$ cat src/verilog/ai_scale_pkg.sv
package ai_scale_pkg;
    localparam int          AW = 12;
    localparam int          DW = 32;
    localparam int          RW = 16;
    localparam int          CW = 12;
    // register indexes; byte address = index * 4
    localparam logic [9:0]  IX_FUNC    = 10'h300;
    localparam logic [9:0]  IX_VBIAS   = 10'h302;
    localparam logic [9:0]  IX_CBIAS   = 10'h303;
    localparam logic [9:0]  IX_VBMODE  = 10'h304;
    localparam logic [9:0]  IX_CBMODE  = 10'h308;
    localparam logic [9:0]  IX_REVEN   = 10'h30a;
    localparam logic [9:0]  IX_VGAIN   = 10'h30b;
    localparam logic [9:0]  IX_CGAIN   = 10'h30c;
    localparam logic [9:0]  IX_ADDEN   = 10'h312;
    localparam logic [9:0]  IX_OVRD    = 10'h350;
    localparam logic [9:0]  IX_TGTSRC  = 10'h340;
    localparam logic [9:0]  IX_CMPSRC  = 10'h341;
    localparam logic [9:0]  IX_MAXF    = 10'h342;
    localparam logic [9:0]  IX_CMPMON  = 10'h343;
    localparam logic [9:0]  IX_STATUS  = 10'h344;
    localparam logic [15:0] RST_FUNC   = 16'h0001;
    localparam logic [15:0] RST_GAIN   = 16'h03e8;
    localparam logic [15:0] RST_MAXF   = 16'h1770;
    localparam logic [15:0] RST_ZERO   = 16'h0000;
    // function codes
    localparam logic [15:0] FN_NONE = 16'h0000;
    localparam logic [15:0] FN_FREQ = 16'h0001;
    localparam logic [15:0] FN_PIDT = 16'h0004;
    localparam logic [15:0] FN_PIDF = 16'h0005;
    localparam logic [15:0] FN_PTC  = 16'h0006;
    localparam logic [15:0] FN_RTD  = 16'h000b;
    localparam logic [15:0] FN_AUX  = 16'h000c;
    localparam logic [15:0] FN_COMP = 16'h000d;
    localparam int          NROUTE  = 7;
    // bias modes
    localparam logic [15:0] BM_NONE = 16'h0000;
    localparam logic [15:0] BM_LE   = 16'h0001;
    localparam logic [15:0] BM_GE   = 16'h0002;
    localparam logic [15:0] BM_ABS  = 16'h0003;
    localparam logic [15:0] BM_CTR  = 16'h0004;
    localparam logic [15:0] ONE     = 16'h0001;
    // permille full scale; adc code full span
    localparam logic signed [31:0] FULL   = 32'sd1000;
    localparam int                 CSHIFT = 12;
endpackage

$ cat src/verilog/analog_input_scaling.sv
// Functional notes
// - function code routes input to one use
// - mode switch picks voltage or current set
// - one function code serves both modes
// - compensation needs source 1, value monitored
// - full span maps onto zero..max frequency
// - per-mode signed bias, default zero
// - scaling settings except added sum and max frequency act only when override zero
// - per-mode bias mode decodes codes 0..4
// - reverse disabled rejects negative frequency
// - reverse enabled gives input direction ownership
// - reverse needs enable, center mode, negative gain
// - added sum negative follows same reverse test
// - per-mode signed gain, default 100 percent
`timescale 1ns/1ns
`default_nettype none
module analog_input_scaling (
    input  wire logic                       mclk,
    input  wire logic                       resetn,
    input  wire logic [ai_scale_pkg::AW-1:0] addr,
    input  wire logic [ai_scale_pkg::DW-1:0] wdata,
    input  wire logic                       wr,
    input  wire logic                       rd,
    output logic      [ai_scale_pkg::DW-1:0] rdata,
    input  wire logic [ai_scale_pkg::CW-1:0] adc_code,
    input  wire logic                       current_input_mode,
    input  wire logic signed [ai_scale_pkg::RW-1:0] addend,
    output logic      [ai_scale_pkg::RW-1:0] freq_cmd,
    output logic signed [ai_scale_pkg::RW-1:0] func_value,
    output logic      [ai_scale_pkg::NROUTE-1:0] route,
    output logic                            pid_target_ok,
    output logic                            dir_from_input,
    output logic                            run_reverse,
    output logic                            neg_rejected
);
    import ai_scale_pkg::*;
    localparam logic [RW-1:0] TGT_EXT = 16'h0002;

    logic [RW-1:0] func_q, vbias_q, cbias_q, vbm_q, cbm_q, reven_q;
    logic [RW-1:0] vgain_q, cgain_q, adden_q, ovrd_q, tgtsrc_q, cmpsrc_q, maxf_q;
    logic [RW-1:0] cmpmon_q, freq_q;
    logic [DW-1:0] rdata_q;
    logic [CW-1:0] code_s1_q, code_s2_q;
    logic [CW-1:0] code_s3_q, code_q;
    logic          mode_s1_q, mode_s2_q;
    logic signed [RW-1:0] fval_q;
    logic [NROUTE-1:0]    route_q;
    logic          tgt_q, dir_q, rev_q, rej_q;
    logic [9:0]    idx;
    logic          hit;

    assign idx = addr[AW-1:2];
    assign hit = (addr[1:0] == 2'h0);

    // register writes
    always_ff @(posedge mclk or negedge resetn) begin
        if (!resetn) begin
            func_q   <= RST_FUNC;
            vbias_q  <= RST_ZERO;
            cbias_q  <= RST_ZERO;
            vbm_q    <= RST_ZERO;
            cbm_q    <= RST_ZERO;
            reven_q  <= RST_ZERO;
            vgain_q  <= RST_GAIN;
            cgain_q  <= RST_GAIN;
            adden_q  <= RST_ZERO;
            ovrd_q   <= RST_ZERO;
            tgtsrc_q <= RST_ZERO;
            cmpsrc_q <= RST_ZERO;
            maxf_q   <= RST_MAXF;
        end else if (wr && hit) begin
            case (idx)
                IX_FUNC:   func_q   <= wdata[RW-1:0];
                IX_VBIAS:  vbias_q  <= wdata[RW-1:0];
                IX_CBIAS:  cbias_q  <= wdata[RW-1:0];
                IX_VBMODE: vbm_q    <= wdata[RW-1:0];
                IX_CBMODE: cbm_q    <= wdata[RW-1:0];
                IX_REVEN:  reven_q  <= wdata[RW-1:0];
                IX_VGAIN:  vgain_q  <= wdata[RW-1:0];
                IX_CGAIN:  cgain_q  <= wdata[RW-1:0];
                IX_ADDEN:  adden_q  <= wdata[RW-1:0];
                IX_OVRD:   ovrd_q   <= wdata[RW-1:0];
                IX_TGTSRC: tgtsrc_q <= wdata[RW-1:0];
                IX_CMPSRC: cmpsrc_q <= wdata[RW-1:0];
                IX_MAXF:   maxf_q   <= wdata[RW-1:0];
                default: ;
            endcase
        end
    end

    // read data, one cycle after the strobe; unmapped reads zero
    always_ff @(posedge mclk or negedge resetn) begin
        if (!resetn) begin
            rdata_q <= '0;
        end else if (rd && hit) begin
            case (idx)
                IX_FUNC:   rdata_q <= {16'h0000, func_q};
                IX_VBIAS:  rdata_q <= {16'h0000, vbias_q};
                IX_CBIAS:  rdata_q <= {16'h0000, cbias_q};
                IX_VBMODE: rdata_q <= {16'h0000, vbm_q};
                IX_CBMODE: rdata_q <= {16'h0000, cbm_q};
                IX_REVEN:  rdata_q <= {16'h0000, reven_q};
                IX_VGAIN:  rdata_q <= {16'h0000, vgain_q};
                IX_CGAIN:  rdata_q <= {16'h0000, cgain_q};
                IX_ADDEN:  rdata_q <= {16'h0000, adden_q};
                IX_OVRD:   rdata_q <= {16'h0000, ovrd_q};
                IX_TGTSRC: rdata_q <= {16'h0000, tgtsrc_q};
                IX_CMPSRC: rdata_q <= {16'h0000, cmpsrc_q};
                IX_MAXF:   rdata_q <= {16'h0000, maxf_q};
                IX_CMPMON: rdata_q <= {16'h0000, cmpmon_q};
                IX_STATUS: rdata_q <= {16'h0000, freq_q};
                default:   rdata_q <= '0;
            endcase
        end else begin
            rdata_q <= '0;
        end
    end

    // converter and dip switch live outside this clock
    always_ff @(posedge mclk or negedge resetn) begin
        if (!resetn) begin
            code_s1_q <= '0;
            code_s2_q <= '0;
            mode_s1_q <= 1'b0;
            mode_s2_q <= 1'b0;
        end else begin
            code_s1_q <= adc_code;
            code_s2_q <= code_s1_q;
            mode_s1_q <= current_input_mode;
            mode_s2_q <= mode_s1_q;
        end
    end

    // a word caught mid-change can mix old and new bits: take a code only
    // once two later samples agree; a code moving every cycle holds its last
    always_ff @(posedge mclk or negedge resetn) begin
        if (!resetn) begin
            code_s3_q <= '0;
            code_q    <= '0;
        end else begin
            code_s3_q <= code_s2_q;
            if (code_s2_q == code_s3_q) begin
                code_q <= code_s3_q;
            end
        end
    end

    // active parameter set
    logic [RW-1:0]        a_bm;
    logic signed [RW-1:0] a_bias, a_gain;
    logic                 scal_on, rev_en, rev_ok;
    assign a_bm    = mode_s2_q ? cbm_q : vbm_q;
    assign a_bias  = mode_s2_q ? $signed(cbias_q) : $signed(vbias_q);
    assign a_gain  = mode_s2_q ? $signed(cgain_q) : $signed(vgain_q);
    assign scal_on = (ovrd_q == RST_ZERO);
    assign rev_en  = scal_on && (reven_q == ONE);
    assign rev_ok  = rev_en && (a_bm == BM_CTR) && a_gain[RW-1];

    // bias, then gain, then optional sum
    // full code reaches full scale, so max frequency is reachable
    localparam logic signed [31:0] SPAN = (32'sd1 <<< CW) - 32'sd1;
    logic signed [31:0] x, b, y, z, s, mag, lim;
    logic [31:0]        fw;
    always_comb begin
        x = ($signed(32'(code_q)) * FULL) / SPAN;
        b = 32'(a_bias);
        y = x;
        if (scal_on) begin
            case (a_bm)
                BM_NONE: y = x;
                BM_LE:   y = (x + b < 0) ? 32'sd0 : x + b;
                BM_GE:   y = (x + b < b) ? b : x + b;
                BM_ABS:  y = x - ((b < 0) ? -b : b);
                BM_CTR:  y = x - b;
                default: y = x;
            endcase
            z = (y * 32'(a_gain)) / FULL;
        end else begin
            z = x;
        end
        s = (adden_q == ONE) ? z + 32'(addend) : z;
        mag = (s < 0) ? -s : s;
        lim = (mag > FULL) ? FULL : mag;
        fw  = 32'((lim * 32'(maxf_q)) / FULL);
    end

    // routing and direction
    logic neg;
    assign neg = (s < 0);

    // one code for both modes: mode bit not used here
    localparam logic [RW-1:0] ROUTE_CODE [NROUTE] = '{FN_FREQ, FN_PIDT, FN_PIDF, FN_PTC,
                                                     FN_RTD, FN_AUX, FN_COMP};
    for (genvar g = 0; g < NROUTE; g++) begin : g_route
        always_ff @(posedge mclk or negedge resetn) begin
            if (!resetn) begin
                route_q[g] <= 1'b0;
            end else begin
                route_q[g] <= (func_q == ROUTE_CODE[g]);
            end
        end
    end

    always_ff @(posedge mclk or negedge resetn) begin
        if (!resetn) begin
            fval_q  <= '0;
            tgt_q   <= 1'b0;
        end else begin
            fval_q  <= (s > FULL) ? RW'(FULL) : (s < -FULL) ? RW'(-FULL) : RW'(s);
            tgt_q   <= (func_q == FN_PIDT || func_q == FN_FREQ)
                       && (tgtsrc_q == TGT_EXT);
        end
    end

    always_ff @(posedge mclk or negedge resetn) begin
        if (!resetn) begin
            freq_q <= '0;
            dir_q  <= 1'b0;
            rev_q  <= 1'b0;
            rej_q  <= 1'b0;
        end else begin
            dir_q <= rev_en;
            rev_q <= neg && rev_ok;
            rej_q <= neg && !rev_ok;
            freq_q <= (neg && !rev_ok) ? RST_ZERO : fw[RW-1:0];
        end
    end

    always_ff @(posedge mclk or negedge resetn) begin
        if (!resetn) begin
            cmpmon_q <= '0;
        end else begin
            cmpmon_q <= (func_q == FN_COMP && cmpsrc_q == ONE) ?
                        (fval_q) : RST_ZERO;
        end
    end

    assign rdata          = rdata_q;
    assign freq_cmd       = freq_q;
    assign func_value     = fval_q;
    assign route          = route_q;
    assign pid_target_ok  = tgt_q;
    assign dir_from_input = dir_q;
    assign run_reverse    = rev_q;
    assign neg_rejected   = rej_q;
endmodule // analog_input_scaling
`default_nettype wire

$ cat config.mk
export PLATFORM = sky130hd
export DESIGN_NAME = analog_input_scaling
export DESIGN_NICKNAME = d
export VERILOG_FILES = /design/src/verilog/ai_scale_pkg.sv /design/src/verilog/analog_input_scaling.sv
export SDC_FILE = /design/constraint.sdc
export NUM_CORES = 2
export LEC_CHECK = 0
export ABC_AREA = 1
export ABC_CLOCK_PERIOD_IN_PS = 168200
export CAP_MARGIN = 20
export CELL_PAD_IN_SITES_DETAIL_PLACEMENT = 1
export CELL_PAD_IN_SITES_GLOBAL_PLACEMENT = 2
export CORE_ASPECT_RATIO = 2
export CORE_MARGIN = 8
export CORE_UTILIZATION = 43
export CTS_BUF_LIST = sky130_fd_sc_hd__clkbuf_4
export CTS_CLUSTER_DIAMETER = 150
export DETAILED_ROUTE_END_ITERATION = 12
export DONT_BUFFER_PORTS = 1
export HOLD_SLACK_MARGIN = 0.12
export PLACE_DENSITY_LB_ADDON = 0.25
export SYNTH_ARGS = -nofsm -noshare
export SYNTH_HDL_FRONTEND = slang
export SYNTH_SLANG_ARGS = --single-unit
export TNS_END_PERCENT = 20
$ cat constraint.sdc
create_clock -name mclk -period 168.2 [get_ports mclk]
set_input_delay 8.41 -clock mclk [delete_from_list [all_inputs] [get_ports mclk]]
set_output_delay 8.41 -clock mclk [all_outputs]
set_load 0.01 [all_outputs]
After elaboration in Yosys (flattened, before gate mapping). Index checks and enable logic that the tools add are counted.

Flip-flop bits (word level): 349. Input bits: 77. Output and inout port bits: 75.

Add/subtract/negate cells: 6. $mul: 3. Div/mod/pow operators: 3. Order comparisons: 7. Equality and inequality tests: 31. Mux-type cells: 18. Reduce and logical (&&, ||, !) cells: 26.

Operator list (number): $mux W32 (9); $pmux W16 S15 (1); $eq A10 B10 Y1 const B (15); $pmux W32 S4 (1); $mux W16 (7); $eq A16 B1 Y1 const B (5); $add A32 B16 Y32 (2); $eq A16 B3 Y1 const B (4); $gt A32 B11 Y1 const B (2); $lt A32 B1 Y1 const B (2); $mul A32 B16 Y32 (2); $eq A16 B2 Y1 const B (3); $eq A16 B4 Y1 const B (3); $div A32 B10 Y32 const B (1); $div A32 B11 Y32 const B (1); $div A32 B13 Y32 const B (1); $lt A32 B11 Y1 const B (1); $lt A32 B16 Y1 (1); $neg A16 Y32 (1); $neg A32 Y32 (1); $sub A32 B16 Y32 (1); $sub A32 B32 Y32 (1); $reduce_and A2 Y1 (13); $mul A12 B7 Y19 const B (1); other kinds (7) (15).

Logic depth before layout (Yosys ltp).
Depth after elaboration: 19. Mapped depth: 528. Gate-level depth less buffers: 518.

Worst setup path after synthesis. OpenSTA, ideal clock, no wires.

Kind: register -> register. Start: register code_q[5]. End: register freq_q[0], in the netlist freq_cmd[0]. Setup time: 0.080 ns. Arrival: 55.534 ns. Data required time: 168.120 ns. Setup slack: 112.585 ns. Cell stages (with the launch flop): 477. Clock period less this slack: 55.615 ns. Cells stage by stage: dfrtp_1 -> inv_1 -> fa_1 -> fa_1 -> inv_1 -> fa_1 -> inv_1 -> fa_1 -> inv_1 -> ha_1 -> nand2_1 -> inv_1 -> nand2_1 -> nand2_1 -> a21oi_1 -> nand2_1 -> nand2_1 -> nand2_2 -> [... 441 more ...] -> nor2_1 -> nor2_2 -> nand2_4 -> nand2_4 -> nand2_4 -> nand2_4 -> nand2_2 -> nor2_1 -> nand2_1 -> nand2_1 -> nand2_1 -> nand2_1 -> nand2_4 -> o21ai_1 -> nand2_1 -> nor2_2 -> nand4_1 -> a21oi_1.

Word-level cells in the longest chain between the ends: 19. Elaborated cells between the ends (all ways): 25.

RTL lines: start, declared (RTL line analog_input_scaling.sv:44) `logic [CW-1:0] code_s3_q, code_q;`; start signal, assigned (RTL line analog_input_scaling.sv:143) `code_q <= code_s3_q;`; $mul A12 B7 Y19 * (RTL line analog_input_scaling.sv:165) `x = ($signed(32'(code_q)) * FULL) / SPAN;`; $div A32 B13 Y32 * (RTL line analog_input_scaling.sv:165); $add A32 B16 Y32 (RTL line analog_input_scaling.sv:171, analog_input_scaling.sv:172); $lt A32 B16 Y1 / $lt A32 B1 Y1 (equally long branches) (RTL line analog_input_scaling.sv:172, analog_input_scaling.sv:171); $mux W32, on equally long branches (RTL line analog_input_scaling.sv:172, analog_input_scaling.sv:171); $pmux W32 S4 (RTL line analog_input_scaling.sv:169) `case (a_bm)`; $mux W32 (RTL line analog_input_scaling.sv:168) `if (scal_on) begin`; $mul A32 B16 Y32 (RTL line analog_input_scaling.sv:177) `z = (y * 32'(a_gain)) / FULL;`; [... 3 more ...]; $mux W32 * (RTL line analog_input_scaling.sv:181) `s = (adden_q == ONE) ? z + 32'(addend) : z;`; $neg A32 Y32 / $lt A32 B1 Y1 (equally long branches) (RTL line analog_input_scaling.sv:182, analog_input_scaling.sv:189); $mux W32 (RTL line analog_input_scaling.sv:182) `mag = (s < 0) ? -s : s;`; $gt A32 B11 Y1 (RTL line analog_input_scaling.sv:183) `lim = (mag > FULL) ? FULL : mag;`; $mux W32 (RTL line analog_input_scaling.sv:183); $mul A32 B16 Y32 (RTL line analog_input_scaling.sv:184) `fw = 32'((lim * 32'(maxf_q)) / FULL);`; $div A32 B10 Y32 (RTL line analog_input_scaling.sv:184); $mux W16 * (RTL line analog_input_scaling.sv:225) `freq_q <= (neg && !rev_ok) ? RST_ZERO : fw[RW-1:0];`; end signal, assigned (RTL line analog_input_scaling.sv:225); end, declared (RTL line analog_input_scaling.sv:41) `logic [RW-1:0] cmpmon_q, freq_q;`.

Mark *: on every way between the ends. The rest lies on a longest branch, timed or not. The select of a mux whose other input is x is not followed. A chain may end at the register's enable or synchronous reset.

Final worst setup path.
Start: register code_q[1]. End: register freq_q[0], in the netlist freq_cmd[0].

The elaborated chain is that of the path after synthesis.

==> results.tsv <==
metric	value	unit
status	complete, but fails checks	
failed_checks	slew limit	
min_to	code_s2_q[10]	
worst_path_dominant_cell_family	simple AND/OR/NAND/NOR gates	
ios	152	
multi_input_comb_area	45900	um2
syn_area_per_cell	7.19	um2
drive_gt1_share	14.4	%
htree_levels	3	
syn_to_final_growth	4.72	%
rr_startpoint	code_q[1]	
post_drt_via_cell_ratio	5.38	
vias	57100	
cts.sinks	333	
gr-usage-all-layers	29.0	%
port_buffers	0	
slowest_stage	fa_1	
yosysUniqueCellTypes	97	
hold_viol	0	
grt_pass1_wl	357000	um
fin_crit_sh	43.7	%
synth-seq-area-share	13.5	%
design_area	64900	um2
dpl-instance-area	64000	um2
rr_worst_depth	463	
reg2reg_slack	94650	ps
die_area	157000	um2
min_from	code_s1_q[10]	
slew_headroom	-4.61	%
crit_type	reg2reg	
ctsResizeCount	0	
critPathMaxFanout	50	
core-area	144000	um2
rows	197	
crit_required	168920	ps
holdPathStages	0	
wl	230000	um
grt_pass1_vias	63500	
synth_edf_count	0	
clockRootBuffer	clkbuf_4	
tritoncts	built	
drc	0	
async_flop_share	100	%
drv_cap	0	
nFillCells	18600	
clock_skew	56.0	ps
regArea	8360	um2
cts_setup_buffers	0	
synth_flop_cell	dfrtp_1	
synthCells	8625	
r2r-end	freq_cmd[0]	
antenna_found_initial	9	
fmax	13.6	MHz
cp-end-kind	register	
cts_buffers	68	
start_util	43.2	%
cts_buffer_depth	3	
synth_warnings	0	
grt_overflow	0	
postCtsHoldBufs	0	
start_kind	register	
hp-class	reg2reg	
clock_latency	860	ps
post_drt_wl_per_cell	21.7	um
critPathMaxStageDelay	640	ps
arrival	74260	ps
place_congestion	0.989	
die_w	285	um
ant_nets	0	
tightest_slew	1570	ps
fin_crit	73550	ps
syn_area	62000	um2
path_buf_inv	48	
setup_viol	0	
dr.pass1.iters	5	
drtIter0Drc	2691	
dpl.hpwl	192000	um
layout.nets	9673	
clk_pin_slew	90	ps
slew_violations	73	
path_common_cell	nand2_1	
rsz0062_at_grt	false	
yosys_register_bits	333	
grt_max_degree	334	
die-height	553	um
setup_tns	0	ps
final cells by class:
class                   count  area share [%]
inverters                1791            10.6
well taps                1890            3.64
clock inverters            21           0.256
repair buffers             65           0.788
multi-input cells        6406            70.7
diodes                      6          0.0231
clock buffers              98            1.13
flip-flops and latches    333            12.9
sequential cells by signal (all words and copies together) (netlist names), 16 cells and up:
| register | count |
|---|---|
| cmpmon_q | 16 |
| maxf_q | 16 |
| cmpsrc_q | 16 |
| reven_q | 16 |
| tgtsrc_q | 16 |
| cbm_q | 16 |
| vgain_q | 16 |
| cbias_q | 16 |
| func_value | 16 |
| rdata | 16 |
| vbm_q | 16 |
| freq_cmd | 16 |
| vbias_q | 16 |
| cgain_q | 16 |
| func_q | 16 |
| ovrd_q | 16 |
| adden_q | 16 |
routing by layer:
metal	wire length [um]	up-vias	GRT usage (%)
met3	8830	668	3.53
met1	77200	28400	28.0
met5	13	-	0
li1	-	26700	-
met4	18100	2	19.1
met2	126000	1334	56.7
logic make-up (layout without fill, tap and decap cells):
| logic type | Yosys count | after routing | share of synthesized area [%] |
|---|---|---|---|
| AO/OA/AOI/OAI | 993 | 993 | 9.94 |
| AND/OR/NAND/NOR | 4114 | 4114 | 33.1 |
| buffers and inverters | 2004 | 1975 | 13.2 |
| adder cells (fa/ha/maj) | 931 | 931 | 26.6 |
| XOR/XNOR | 247 | 247 | 3.60 |
| other | 2 | 126 | 0.0121 |
| flip-flops | 333 | 333 | 13.5 |
| multiplexers | 1 | 1 | 0.0161 |
worst max-delay path by stage:
stage | from | endpoint | cells after the start
floorplan | code_q[5] | freq_cmd[0] | 476
global placement | code_q[1] | freq_cmd[0] | 456
detailed placement | code_q[1] | freq_cmd[0] | 457
CTS | code_q[1] | freq_cmd[0] | 457
global route | code_q[1] | freq_cmd[0] | 464
finish | code_q[1] | freq_cmd[0] | 463
through the flow:
stage               setup WS [ps]  cells  util, %  hold slack (ps)
global placement            95630  10500     44.5              335
finish                      94650  10600     45.2              349
global route                88020  10600     45.2              353
floorplan                  112590   8743        -              331
detailed placement          94120  10500     44.5              336
CTS                         93940  10600     45.1              350
layout by cell type, fill, tap and decap left out, types with 15 or more instances in the layout:
master    Yosys  layout
dfstp_2      20      20
nand2_1    1739    1738
nor2_2      100     100
nand3_2     125     125
o22ai_1      20      20
or2_2        23      23
nor2_4       30      30
conb_1        2     120
xor2_1      196     196
nor4_1       36      34
nor2_1      765     765
clkbuf_4      0      99
o21bai_1     35      35
a31oi_1      15      15
a21oi_1     208     208
inv_2       119     122
xnor2_1      45      45
inv_1      1621    1621
nand3_4      20      20
dfrtp_1     313     312
a221oi_1     36      36
buf_4        20      61
nand3_1     542     542
o21ai_0     371     367
nand2_4     144     144
nand3b_1     26      26
nand2_2     342     343
o21ai_1      96      97
nor3_1       81      81
clkinv_1     26      34
nand4_1      96      96
ha_1        282     282
o211ai_1     28      28
fa_1        649     649
o21ai_2      30      33
synthesized netlist by cell type (all sizes together) (2+ instances only):
library cell	count	area share [%]
inv	1752	11
a211oi	14	0.17
a41oi	14	0.20
nand3b	26	0.31
a22o	7	0.099
o22ai	20	0.20
or2	24	0.24
nor3b	5	0.061
nand3	687	7.0
a2111oi	5	0.071
and2	13	0.15
buf	48	0.80
a31oi	18	0.21
dfrtp	313	13
o2111ai	9	0.13
conb	2	0.012
o21a	6	0.075
xor2	202	3.0
nor2	895	6.2
a21boi	8	0.11
and3	2	0.022
o21ai	500	4.3
a21o	11	0.14
o211ai	33	0.44
o21bai	54	0.90
dfstp	20	0.85
ha	282	5.7
bufinv	6	0.17
nor4	36	0.36
xnor2	45	0.64
a32o	7	0.11
nor3	89	0.80
a22oi	5	0.061
o31ai	11	0.13
fa	649	21
a221oi	36	0.51
clkinv	31	0.20
clkinvlp	2	0.016
nand2	2231	17
nand4	105	1.2
o32ai	3	0.042
a21oi	224	2.0
clkbuf	163	1.3
Power is not shown: default switching activity piles up to over one toggle a cycle in this logic, so the estimate is an artifact.
